===== src/design/zaal_pkg.sv =====
// constants, types and register map of the zone alarm annunciator logic
package zaal_pkg;

	// ----------------------------------------------------------------
	// sizes and timing
	// ----------------------------------------------------------------
	localparam int ZAAL_ZONES = 8;
	localparam int ZAAL_CTLS = 4;
	localparam int ZAAL_COMMONS = 2;
	localparam int ZAAL_CLK_MHZ = 200;
	localparam int ZAAL_DEBOUNCE_US = 10000;
	localparam int ZAAL_DEBOUNCE_CYCLES = ZAAL_DEBOUNCE_US * ZAAL_CLK_MHZ;

	// ----------------------------------------------------------------
	// register offsets (byte addresses)
	// ----------------------------------------------------------------
	localparam logic [7:0] ZAAL_ZONE_CFG_OFF = 8'h00;
	localparam logic [7:0] ZAAL_CTL_CFG_OFF = 8'h04;
	localparam logic [7:0] ZAAL_COM_CFG_OFF = 8'h08;
	localparam logic [7:0] ZAAL_STATUS_OFF = 8'h0C;

	// ----------------------------------------------------------------
	// writable masks and reset values
	// ----------------------------------------------------------------
	localparam logic [31:0] ZAAL_ZONE_CFG_MASK = 32'h0000_FFFF;
	localparam logic [31:0] ZAAL_CTL_CFG_MASK = 32'h0000_7777;
	localparam logic [31:0] ZAAL_COM_CFG_MASK = 32'h0000_0133;
	localparam logic [31:0] ZAAL_ZONE_CFG_RST = 32'h0000_00FF;
	localparam logic [31:0] ZAAL_CTL_CFG_RST = 32'h0000_5321;
	localparam logic [31:0] ZAAL_COM_CFG_RST = 32'h0000_0112;

	// ----------------------------------------------------------------
	// field positions
	// ----------------------------------------------------------------
	localparam int ZAAL_CTL_FIELD_STRIDE = 4;
	localparam int ZAAL_COM_FIELD_STRIDE = 4;
	localparam int ZAAL_SILENCE_BIT = 8;
	localparam int ZAAL_ST_ALARM_LSB = 0;
	localparam int ZAAL_ST_ARMED_LSB = 8;
	localparam int ZAAL_ST_FAULT_LSB = 16;
	localparam int ZAAL_ST_SOUNDER_BIT = 24;
	localparam int ZAAL_ST_MASTER_BIT = 25;

	localparam logic [1:0] ZAAL_RESP_OKAY = 2'h0;
	localparam logic [1:0] ZAAL_RESP_SLVERR = 2'h2;

	// ----------------------------------------------------------------
	// types
	// ----------------------------------------------------------------
	typedef enum logic [2:0] {
		ZAAL_CTL_NONE = 3'h0,
		ZAAL_CTL_ACK = 3'h1,
		ZAAL_CTL_RESET = 3'h2,
		ZAAL_CTL_SHUNT_DIS = 3'h3,
		ZAAL_CTL_SHUNT_MEM = 3'h4,
		ZAAL_CTL_MASTER = 3'h5
	} zaal_ctl_type_t;

	typedef enum logic [1:0] {
		ZAAL_COM_NONLATCH = 2'h0,
		ZAAL_COM_LATCHED = 2'h1,
		ZAAL_COM_AUDIBLE = 2'h2,
		ZAAL_COM_SHUNT = 2'h3
	} zaal_com_type_t;

	typedef struct packed {
		logic [15:0] unused;
		logic [7:0] always_armed;
		logic [7:0] latching;
	} zaal_zone_cfg_t;

endpackage


===== src/design/zaal_annunciator.sv =====
// eight-zone alarm annunciator logic with an AXI4-Lite register slave
`timescale 1ns/1ps

module zaal_annunciator
	import zaal_pkg::*;
#(
	parameter int DEBOUNCE_CYCLES = ZAAL_DEBOUNCE_CYCLES,
	parameter int ADDR_W = 8
)
(
	input wire logic aclk,
	input wire logic aresetn,
	input wire logic [ADDR_W-1:0] s_axi_awaddr,
	input wire logic s_axi_awvalid,
	output logic s_axi_awready,
	input wire logic [31:0] s_axi_wdata,
	input wire logic [3:0] s_axi_wstrb,
	input wire logic s_axi_wvalid,
	output logic s_axi_wready,
	output logic [1:0] s_axi_bresp,
	output logic s_axi_bvalid,
	input wire logic s_axi_bready,
	input wire logic [ADDR_W-1:0] s_axi_araddr,
	input wire logic s_axi_arvalid,
	output logic s_axi_arready,
	output logic [31:0] s_axi_rdata,
	output logic [1:0] s_axi_rresp,
	output logic s_axi_rvalid,
	input wire logic s_axi_rready,
	input wire logic [ZAAL_ZONES-1:0] zone_alarm,
	input wire logic [ZAAL_ZONES-1:0] zone_trouble,
	input wire logic [ZAAL_ZONES-1:0] zone_button_n,
	input wire logic [ZAAL_CTLS-1:0] ctl_n,
	output logic [ZAAL_ZONES-1:0] zone_sink,
	output logic [ZAAL_COMMONS-1:0] common_sink,
	output logic sounder,
	output logic [ZAAL_ZONES-1:0] shunt_ind
);

	localparam int NIN = 3 * ZAAL_ZONES + ZAAL_CTLS;
	localparam int CW = $clog2(DEBOUNCE_CYCLES + 1);
	localparam logic [CW-1:0] DB_LAST = CW'(DEBOUNCE_CYCLES - 1);

	// ----------------------------------------------------------------
	// input synchroniser and debounce
	// ----------------------------------------------------------------
	logic [NIN-1:0] raw_in;
	logic [NIN-1:0] sync1;
	logic [NIN-1:0] sync2;
	logic [NIN-1:0] clean;

	// controls and buttons are active low at the pins
	assign raw_in = {~ctl_n, ~zone_button_n, zone_trouble, zone_alarm};

	always_ff @(posedge aclk)
	begin
		if (!aresetn)
		begin
			sync1 <= '0;
			sync2 <= '0;
		end
		else
		begin
			sync1 <= raw_in;
			sync2 <= sync1;
		end
	end

	generate
		for (genvar g = 0; g < NIN; g++)
		begin : g_db
			logic [CW-1:0] cnt;
			// a level must hold for the whole window before it is believed
			always_ff @(posedge aclk)
			begin
				if (!aresetn)
				begin
					cnt <= '0;
					clean[g] <= 1'b0;
				end
				else if (sync2[g] == clean[g])
					cnt <= '0;
				else if (cnt == DB_LAST)
				begin
					cnt <= '0;
					clean[g] <= sync2[g];
				end
				else
					cnt <= cnt + 1'b1;
			end
		end
	endgenerate

	logic [ZAAL_ZONES-1:0] alarm_in;
	logic [ZAAL_ZONES-1:0] trouble_in;
	logic [ZAAL_ZONES-1:0] btn;
	logic [ZAAL_CTLS-1:0] ctl;

	assign alarm_in = clean[ZAAL_ZONES-1:0];
	assign trouble_in = clean[2*ZAAL_ZONES-1:ZAAL_ZONES];
	assign btn = clean[3*ZAAL_ZONES-1:2*ZAAL_ZONES];
	assign ctl = clean[NIN-1:3*ZAAL_ZONES];

	// ----------------------------------------------------------------
	// registers
	// ----------------------------------------------------------------
	logic [31:0] zone_cfg_r;
	logic [31:0] ctl_cfg_r;
	logic [31:0] com_cfg_r;
	zaal_zone_cfg_t zcfg;
	logic silenceable;

	assign zcfg = zaal_zone_cfg_t'(zone_cfg_r);
	assign silenceable = com_cfg_r[ZAAL_SILENCE_BIT];

	// ----------------------------------------------------------------
	// control input decode
	// ----------------------------------------------------------------
	logic ack_lvl;
	logic rst_lvl;
	logic shunt_dis;
	logic shunt_mem;
	logic master_sel;
	logic master_lvl;
	logic master_armed;
	logic ack_lvl_q;
	logic rst_lvl_q;
	logic ack_cmd;
	logic rst_cmd;

	always_comb
	begin
		zaal_ctl_type_t t;
		t = ZAAL_CTL_NONE;
		ack_lvl = 1'b0;
		rst_lvl = 1'b0;
		shunt_dis = 1'b0;
		shunt_mem = 1'b0;
		master_sel = 1'b0;
		master_lvl = 1'b0;
		for (int i = 0; i < ZAAL_CTLS; i++)
		begin
			t = zaal_ctl_type_t'(ctl_cfg_r[i*ZAAL_CTL_FIELD_STRIDE +: 3]);
			if (t == ZAAL_CTL_ACK)
				ack_lvl = ack_lvl | ctl[i];
			else if (t == ZAAL_CTL_RESET)
				rst_lvl = rst_lvl | ctl[i];
			else if (t == ZAAL_CTL_SHUNT_DIS)
				shunt_dis = shunt_dis | ctl[i];
			else if (t == ZAAL_CTL_SHUNT_MEM)
				shunt_mem = shunt_mem | ctl[i];
			else if (t == ZAAL_CTL_MASTER)
			begin
				master_sel = 1'b1;
				master_lvl = master_lvl | ctl[i];
			end
		end
	end

	// no master key assigned means the panel is permanently armed
	assign master_armed = master_sel ? master_lvl : 1'b1;

	always_ff @(posedge aclk)
	begin
		if (!aresetn)
		begin
			ack_lvl_q <= 1'b0;
			rst_lvl_q <= 1'b0;
		end
		else
		begin
			ack_lvl_q <= ack_lvl;
			rst_lvl_q <= rst_lvl;
		end
	end

	assign ack_cmd = ack_lvl & ~ack_lvl_q;
	assign rst_cmd = rst_lvl & ~rst_lvl_q;

	// ----------------------------------------------------------------
	// zone state
	// ----------------------------------------------------------------
	logic [ZAAL_ZONES-1:0] btn_q;
	logic [ZAAL_ZONES-1:0] zone_armed;
	logic [ZAAL_ZONES-1:0] alarm;
	logic [ZAAL_ZONES-1:0] acked;
	logic [ZAAL_ZONES-1:0] fault_q;
	logic [ZAAL_ZONES-1:0] armed_eff;
	logic [ZAAL_ZONES-1:0] fault;
	logic [ZAAL_ZONES-1:0] new_alarm;
	logic [ZAAL_ZONES-1:0] press;
	logic [ZAAL_ZONES-1:0] pb_ack;
	logic [ZAAL_ZONES-1:0] pb_reset;
	logic [ZAAL_ZONES-1:0] shunted;

	// 24-hour zones stay armed whatever the master key says
	assign armed_eff = (zone_armed | zcfg.always_armed)
		& ({ZAAL_ZONES{master_armed}} | zcfg.always_armed);
	assign fault = (alarm_in & armed_eff) | trouble_in;
	assign new_alarm = fault & ~fault_q;
	assign press = btn & ~btn_q & {ZAAL_ZONES{~master_armed}};
	assign pb_ack = press & alarm & ~acked;
	assign pb_reset = press & alarm & acked;
	assign shunted = ~zone_armed & ~zcfg.always_armed;

	always_ff @(posedge aclk)
	begin
		if (!aresetn)
		begin
			btn_q <= '0;
			fault_q <= '0;
		end
		else
		begin
			btn_q <= btn;
			fault_q <= fault;
		end
	end

	generate
		for (genvar z = 0; z < ZAAL_ZONES; z++)
		begin : g_zone
			// bypass toggle: only an idle zone, never a 24-hour one
			always_ff @(posedge aclk)
			begin
				if (!aresetn)
					zone_armed[z] <= 1'b1;
				else if (press[z] && !alarm[z] && !zcfg.always_armed[z] && !shunt_mem)
				begin
					if (!zone_armed[z])
						zone_armed[z] <= 1'b1;
					else if (!shunt_dis)
						zone_armed[z] <= 1'b0;
				end
			end

			// a fresh fault wins over a reset in the same cycle
			always_ff @(posedge aclk)
			begin
				if (!aresetn)
					alarm[z] <= 1'b0;
				else if (new_alarm[z])
					alarm[z] <= 1'b1;
				else if ((rst_cmd || pb_reset[z]) && !fault[z])
					alarm[z] <= 1'b0;
			end

			always_ff @(posedge aclk)
			begin
				if (!aresetn)
					acked[z] <= 1'b0;
				else if (new_alarm[z])
					acked[z] <= 1'b0;
				else if ((ack_cmd || pb_ack[z]) && alarm[z])
					acked[z] <= 1'b1;
			end

			always_ff @(posedge aclk)
			begin
				if (!aresetn)
					zone_sink[z] <= 1'b0;
				else if (zcfg.latching[z])
					zone_sink[z] <= alarm[z] | new_alarm[z];
				else
					zone_sink[z] <= fault[z];
			end
		end
	endgenerate

	always_ff @(posedge aclk)
	begin
		if (!aresetn)
			shunt_ind <= '0;
		else
			shunt_ind <= shunted;
	end

	// ----------------------------------------------------------------
	// sounder and common outputs
	// ----------------------------------------------------------------
	always_ff @(posedge aclk)
	begin
		if (!aresetn)
			sounder <= 1'b0;
		else if (|new_alarm)
			sounder <= 1'b1;
		else if (silenceable && (ack_cmd || (|pb_ack)))
			sounder <= 1'b0;
		else if (!(|alarm))
			sounder <= 1'b0;
	end

	generate
		for (genvar c = 0; c < ZAAL_COMMONS; c++)
		begin : g_com
			zaal_com_type_t ct;
			assign ct = zaal_com_type_t'(com_cfg_r[c*ZAAL_COM_FIELD_STRIDE +: 2]);
			always_ff @(posedge aclk)
			begin
				if (!aresetn)
					common_sink[c] <= 1'b0;
				else
				begin
					case (ct)
						ZAAL_COM_NONLATCH: common_sink[c] <= |fault;
						ZAAL_COM_LATCHED: common_sink[c] <= |(alarm | new_alarm);
						ZAAL_COM_AUDIBLE: common_sink[c] <= |((alarm & ~acked) | new_alarm);
						default: common_sink[c] <= |shunted;
					endcase
				end
			end
		end
	endgenerate

	// ----------------------------------------------------------------
	// AXI4-Lite write channel
	// ----------------------------------------------------------------
	logic aw_got;
	logic w_got;
	logic [ADDR_W-1:0] awaddr_q;
	logic [31:0] wdata_q;
	logic [3:0] wstrb_q;
	logic do_write;
	logic [7:0] wa;

	assign do_write = aw_got & w_got & ~s_axi_bvalid;
	assign wa = {awaddr_q[7:2], 2'b00};

	function automatic logic [31:0] merge(input logic [31:0] old, input logic [31:0] nw,
		input logic [3:0] strb, input logic [31:0] mask);
		logic [31:0] r;
		r = old;
		for (int b = 0; b < 4; b++)
			if (strb[b])
				r[b*8 +: 8] = nw[b*8 +: 8];
		return r & mask;
	endfunction

	always_ff @(posedge aclk)
	begin
		if (!aresetn)
		begin
			s_axi_awready <= 1'b1;
			s_axi_wready <= 1'b1;
			aw_got <= 1'b0;
			w_got <= 1'b0;
			awaddr_q <= '0;
			wdata_q <= '0;
			wstrb_q <= '0;
			s_axi_bvalid <= 1'b0;
			s_axi_bresp <= ZAAL_RESP_OKAY;
		end
		else
		begin
			if (s_axi_awvalid && s_axi_awready)
			begin
				s_axi_awready <= 1'b0;
				aw_got <= 1'b1;
				awaddr_q <= s_axi_awaddr;
			end
			if (s_axi_wvalid && s_axi_wready)
			begin
				s_axi_wready <= 1'b0;
				w_got <= 1'b1;
				wdata_q <= s_axi_wdata;
				wstrb_q <= s_axi_wstrb;
			end
			if (do_write)
			begin
				s_axi_bvalid <= 1'b1;
				if (wa == ZAAL_ZONE_CFG_OFF || wa == ZAAL_CTL_CFG_OFF || wa == ZAAL_COM_CFG_OFF)
					s_axi_bresp <= ZAAL_RESP_OKAY;
				else
					s_axi_bresp <= ZAAL_RESP_SLVERR;
			end
			if (s_axi_bvalid && s_axi_bready)
			begin
				s_axi_bvalid <= 1'b0;
				aw_got <= 1'b0;
				w_got <= 1'b0;
				s_axi_awready <= 1'b1;
				s_axi_wready <= 1'b1;
			end
		end
	end

	always_ff @(posedge aclk)
	begin
		if (!aresetn)
		begin
			zone_cfg_r <= ZAAL_ZONE_CFG_RST;
			ctl_cfg_r <= ZAAL_CTL_CFG_RST;
			com_cfg_r <= ZAAL_COM_CFG_RST;
		end
		else if (do_write)
		begin
			if (wa == ZAAL_ZONE_CFG_OFF)
				zone_cfg_r <= merge(zone_cfg_r, wdata_q, wstrb_q, ZAAL_ZONE_CFG_MASK);
			else if (wa == ZAAL_CTL_CFG_OFF)
				ctl_cfg_r <= merge(ctl_cfg_r, wdata_q, wstrb_q, ZAAL_CTL_CFG_MASK);
			else if (wa == ZAAL_COM_CFG_OFF)
				com_cfg_r <= merge(com_cfg_r, wdata_q, wstrb_q, ZAAL_COM_CFG_MASK);
		end
	end

	// ----------------------------------------------------------------
	// AXI4-Lite read channel
	// ----------------------------------------------------------------
	logic [31:0] status_w;
	logic [7:0] ra;

	assign ra = {s_axi_araddr[7:2], 2'b00};

	always_comb
	begin
		status_w = '0;
		status_w[ZAAL_ST_ALARM_LSB +: ZAAL_ZONES] = alarm;
		status_w[ZAAL_ST_ARMED_LSB +: ZAAL_ZONES] = armed_eff;
		status_w[ZAAL_ST_FAULT_LSB +: ZAAL_ZONES] = fault;
		status_w[ZAAL_ST_SOUNDER_BIT] = sounder;
		status_w[ZAAL_ST_MASTER_BIT] = master_armed;
	end

	always_ff @(posedge aclk)
	begin
		if (!aresetn)
		begin
			s_axi_arready <= 1'b1;
			s_axi_rvalid <= 1'b0;
			s_axi_rdata <= '0;
			s_axi_rresp <= ZAAL_RESP_OKAY;
		end
		else if (s_axi_arvalid && s_axi_arready)
		begin
			s_axi_arready <= 1'b0;
			s_axi_rvalid <= 1'b1;
			s_axi_rresp <= ZAAL_RESP_OKAY;
			if (ra == ZAAL_ZONE_CFG_OFF)
				s_axi_rdata <= zone_cfg_r;
			else if (ra == ZAAL_CTL_CFG_OFF)
				s_axi_rdata <= ctl_cfg_r;
			else if (ra == ZAAL_COM_CFG_OFF)
				s_axi_rdata <= com_cfg_r;
			else if (ra == ZAAL_STATUS_OFF)
				s_axi_rdata <= status_w;
			else
			begin
				s_axi_rdata <= '0;
				s_axi_rresp <= ZAAL_RESP_SLVERR;
			end
		end
		else if (s_axi_rvalid && s_axi_rready)
		begin
			s_axi_rvalid <= 1'b0;
			s_axi_arready <= 1'b1;
		end
	end

endmodule


===== config.mk =====
export PLATFORM = sky130hd
export DESIGN_NAME = zaal_annunciator
export DESIGN_NICKNAME = d
export VERILOG_FILES = /design/src/design/zaal_pkg.sv /design/src/design/zaal_annunciator.sv
export SDC_FILE = /design/constraint.sdc
export NUM_CORES = 2
export LEC_CHECK = 0
export ABC_AREA = 1
export BUFFER_PORTS_ARGS = -buffer_cell sky130_fd_sc_hd__buf_4
export CAP_MARGIN = 25
export CORE_UTILIZATION = 56
export DETAILED_ROUTE_END_ITERATION = 7
export PLACE_DENSITY = 0.73
export SYNTH_ARGS = -nofsm -noshare
export SYNTH_HDL_FRONTEND = slang
export SYNTH_SLANG_ARGS = --single-unit

===== constraint.sdc =====
create_clock -name aclk -period 2.32 [get_ports aclk]
set_input_delay 0.696 -clock aclk [delete_from_list [all_inputs] [get_ports aclk]]
set_output_delay 0.696 -clock aclk [all_outputs]
set_load 0.01 [all_outputs]

Word-level counts from Yosys, hierarchy flattened
Index checks and enable logic that the tools add are counted.
- word-level logic and storage cells: 628
- register bits: 835
- output and inout bits: 60
- multiplexer cells: 132
- add/subtract/negate cells: 28
- eq/ne operators: 86
- bitwise operators: 84
- reductions and logical operators: 181
- operators with widths (operator ; number):
    21-bit by 1-bit adder with 21-bit output (second input constant) ; 28
    21-bit == test (second input constant) ; 28
    1-bit 2-to-1 mux ; 121
    26-bit 2-to-1 mux ; 4
    3-bit OR reduction ; 28
    8-bit bitwise AND ; 10
    2-bit AND reduction ; 28
    8-bit OR reduction ; 7
    8-bit NOT ; 6
    1-bit logical AND ; 46
    8-bit OR ; 5
    1-bit NOT ; 35
    1-bit == test ; 28
    1-bit zero test ; 25
    3-bit by 2-bit == test with 1-bit output (second input constant) ; 8
    3-bit == test (second input constant) ; 8
    1-bit OR ; 23
    1-bit logical OR ; 19
    6-bit by 2-bit == test with 1-bit output (second input constant) ; 3
    2-bit nonzero test ; 9
    2-bit OR reduction ; 9
    8-bit zero test ; 2
    3-bit by 1-bit == test with 1-bit output (second input constant) ; 4
    6-bit by 1-bit == test with 1-bit output (second input constant) ; 2
    11 further kinds ; 25

Longest topological paths before layout
- depth after elaboration: 34
- gate-level depth with buffers: 16
- depth with buffers taken out: 16

Least setup slack after synthesis
No wires, ideal clock.
- kind: register -> register
- start: register g_db[3].cnt[0]
- end: register g_db[3].cnt[20]
- path slack: 0.385 ns
- stages on the path, launching flop included: 13
- arrival time: 1.816 ns
- buffers on the path: 0
- required time: 2.201 ns
- setup time: 0.119 ns
- cell sequence: dfxtp_1 ha_1 nand2_1 nor2_2 nand3_2 nor2_1 nand2_1 nor2_1 nand4_2 nor3_4 nand4_1 o21ai_0 a21oi_1
- word-level cells in the longest chain between the ends: 2
- elaborated cells on any way between the ends: 3
- classes of those cells: add/sub (1); eq/ne (1); reduce/logical (1)
- ends and longest elaborated chain (element ; RTL line ; RTL):
    start: declaration ; zaal_annunciator.sv:72 ; logic [CW-1:0] cnt;
    start signal: assignment ; zaal_annunciator.sv:89 ; cnt <= cnt + 1'b1;
    branches (longest 2 deep; another with 21-bit by 1-bit adder with 21-bit output) ; - ;
Parallel ways; which one is timed is not known.
A chain may end at the register's enable or synchronous reset.

Worst setup path after layout
- start: register g_db[2].cnt[0]
- end: register g_db[2].cnt[20]
- word-level cells in the longest chain between the ends: 2
- elaborated cells on any way between the ends: 3
- classes of those cells: add/sub (1); eq/ne (1); reduce/logical (1)
- ends and longest elaborated chain (element ; RTL line):
    start: declaration ; zaal_annunciator.sv:72
    start signal: assignment ; zaal_annunciator.sv:89
    branches (longest 2 deep; another with 21-bit by 1-bit adder with 21-bit output) ; -
Parallel ways; which one is timed is not known.

==> run_results.csv <==
group,metric,value,unit
outcome,status,"completed",
pwr,clock_power_share,0.485,
layout,drive_gt1_frac,0.118,
clocking,cts_root_buf,"clkbuf_16",
synthesis,synth_seq_cells,825,
grt,use_met3,0.0456,
setup_path,max_stage_delay,0.35,ns
timing,rsz0062_at_grt,"yes",
layout,antennaDiodeCount,0,
timing,finalHoldViolCount,0,
grt,grt_pass1_wl,129,mm
place,place_hpwl,55.8,mm
die,die_x,253,um
timing,hold_slack,0.223,ns
die,dieArea,0.0638,mm^2
setup_path,crit_family,"simple AND/OR/NAND/NOR gates",
route,initialDrtViolationCount,1919,
synthesis,synth-async-reset-ratio,0,
setup_path,critPathLaunch,"g_db[2].cnt[0]",
timing,skew,0.0179,ns
timing,slew_headroom,0.579,
synthesis,synth_area_leaders,"dfxtp_1, inv_1, nand2_1, nor2_1, a21oi_1",
layout,area_growth,16.7,%
die,rows,91,
job,cap_violations,0,
layout,final_util,0.663,
synthesis,synthesis.area,0.0352,mm^2
synthesis,yosysMostFrequentCell,"dfxtp_1",
setup_path,crit_cells,13,
grt,grt_max_degree,48,
synthesis,synth_top_area_frac,0.469,
setup_path,crit_arrival,2.73,ns
setup_path,slowest_stage,"dfxtp_2",
timing,fmax,458,MHz
clocking,clk_path_buf_depth,3,
timing,worstMarginPinSlew,0.630,ns
timing,period_share,0.941,
pwr,swShare,0.210,
die,ios,147,
setup_path,rr_startpoint,"g_db[2].cnt[0]",
route,vias_per_cell,5.24,
route,wire_per_inst,13.4,um
die,dieHeight,253,um
setup_path,critical_path.cell_chain,"ha_1 -> nand2_2 -> nor2_2 -> nand2_2 -> nor2_4 -> nand3_4 -> nor2_4 -> nand4_1 -> nor3_2 -> nand3_1 -> nor2_2 -> o21ai_0 -> a21oi_1",
pwr,intPower,23.1,mW
grt,grtUsageMet1,0.324,
synthesis,synth_area_per_cell,7.58,um^2
clocking,path_clk_slew,0.06,ns
timing,fin_setup_tns,0,ns
clocking,cts_tree,"done",
synthesis,ys_seq_area_frac,0.469,
synthesis,ys.flop_type,"dfxtp_1",
synthesis,synth.largest_area_cell,"dfxtp_1",
timing,fin_crit,2.18,ns
synthesis,synth-edff-count,0,
clocking,htreeDepth,3,
setup_path,end_kind,"register",
pwr,p_leak,15.3,nW
setup_path,crit_buf_inv,0,
synthesis,synth_cell_types,58,
die,core_area,0.0619,mm^2
grt,top_usage_layer,"met2",
grt,antenna_found_initial,0,
layout,nets,5012,
clocking,clock_sinks,825,
synthesis,yosysWarnings,0,
setup_path,crit_path_max_fanout,4,
route,wirelength,77.9,mm
hold_path,hold_start,"ctl_n[2]",
hold_path,min_path_type,"input port to register",
setup_path,start_kind,"register",
route,dr.pass1.iters,7,
route,ant_nets,0,
clocking,clk_latency,0.62,ns
die,start_util,0.568,
pwr,p_sw,6.13,mW
timing,setup_viol_count_final,0,
pwr,power_density,712,mW/mm^2
clocking,holdBufCountCts,0,
pwr,pwr-share-seq,0.492,
route,drc,0,
place,dp_cells,5635,
grt,grt_pass1_vias,27586,
setup_path,cp.required,2.87,ns
pwr,max-vdd-ir-drop,0.599,mV
pwr,p_comb_frac,0.023,
setup_path,reg2reg_depth,13,
layout,stdcell_count,5800,
route,vias,30414,
clocking,cts_buffers,86,
hold_path,whs_path_depth,2,
setup_path,path_class,"register to register",
grt,gr-total-overflow,0,
grt,grt_use_total,0.240,
place,port_buffers,116,
timing,slew_viol_final,0,
place,gp_congestion,0.916,
synthesis,netlist_instances,4645,
layout,fillers,5327,
synthesis,synth_top_cells_by_count,"dfxtp_1, inv_1, nand2_1",
grt,grt_use_met2,0.393,
[metal layers]
metal / wire (um) / share of wire
met1: 36700 / 0.47
met2: 35200 / 0.45
met3: 4490 / 0.058
met4: 1610 / 0.021
met5: 0 / 0
[sequential cells by signal, indices dropped and copies added (netlist names), 12 cells and up]
signal and count:
zcfg 16, sync1 28, wdata_q 16, sync2 28, g_db.cnt 588, clean 12
ctl_cfg_r 12, s_axi_rdata 26
[cells in the final DEF (no fill, tap or decap), types with 10 or more instances in the layout]
cell type    n
or2_2       29
buf_4      233
dfxtp_1    820
nor3_2      33
o21a_1      50
a31oi_1     23
clkbuf_16   89
nand3_1    188
nor2_4      10
nor3b_1     44
xor2_1      77
nor3_4      15
nor3_1     240
and3_1      12
nand2_2     19
o211ai_1    30
a211oi_1    21
a32o_1      12
a21oi_1    401
clkinv_2    15
o21bai_1    15
o21ai_0    231
nand2_1    601
clkbuf_1    13
nor2_2      34
nand3_2     26
clkbuf_8    16
nand4_1    133
xnor2_1     21
ha_1        28
inv_1      696
nor4_1      80
nor2_1     581
[repair_timing]
item,4_1_cts,5_1_grt
endpoints found under the setup margin,0,41
buffers inserted,0,10
gates resized for setup,0,85
[cell families (layout without fill, tap and decap cells)]
group / Yosys count / in the layout / synth area share
simple gates: 2076 / 2077 / 0.279
compound gates: 831 / 831 / 0.132
flops: 825 / 825 / 0.469
buf+inv: 786 / 1096 / 0.0849
xor+xnor: 98 / 98 / 0.0244
fa+ha+maj: 28 / 28 / 0.00995
other cells: 1 / 8 / 0.000107
[per-stage QoR]
stage	worst slack (ns)	cell area, um^2	power, mW
finish	0.137	41100	29.2
global route	-0.0511	41100	30.2
CTS	0.0899	40600	29.5
detailed placement	0.107	37700	15.3
global placement	0.164	37700	15.3
floorplan	0.385	35200	15.0
[area by class of cell]
type	count	area, um^2	share of cell area
inverter	704	2640	0.0644
clock buffer	118	2500	0.0608
timing repair buffer	238	1840	0.0448
multi-input combinational	3042	16100	0.391
sequential	825	16500	0.402
clock inverter	36	444	0.0108
tap	837	1050	0.0255
[final timing paths]
check | slack, ns | endpoint
setup / recovery | 0.14 | g_db[2].cnt[20]
hold / removal | 0.22 | sync1[26]
setup reg to reg | 0.14 | g_db[2].cnt[20]
hold reg to reg | 0.41 | sync2[25]
[power groups by stage]
stage	clock network, mW	logic (mW)	registers (mW)
final	14.2	0.673	14.4
after global routing	15.1	0.754	14.4
after CTS	14.5	0.674	14.4
after detailed placement	0	0.669	14.7
after global placement	0	0.659	14.7
after floorplan	0	0.374	14.7
No activity file was read; power rests on OpenSTA's default activity.
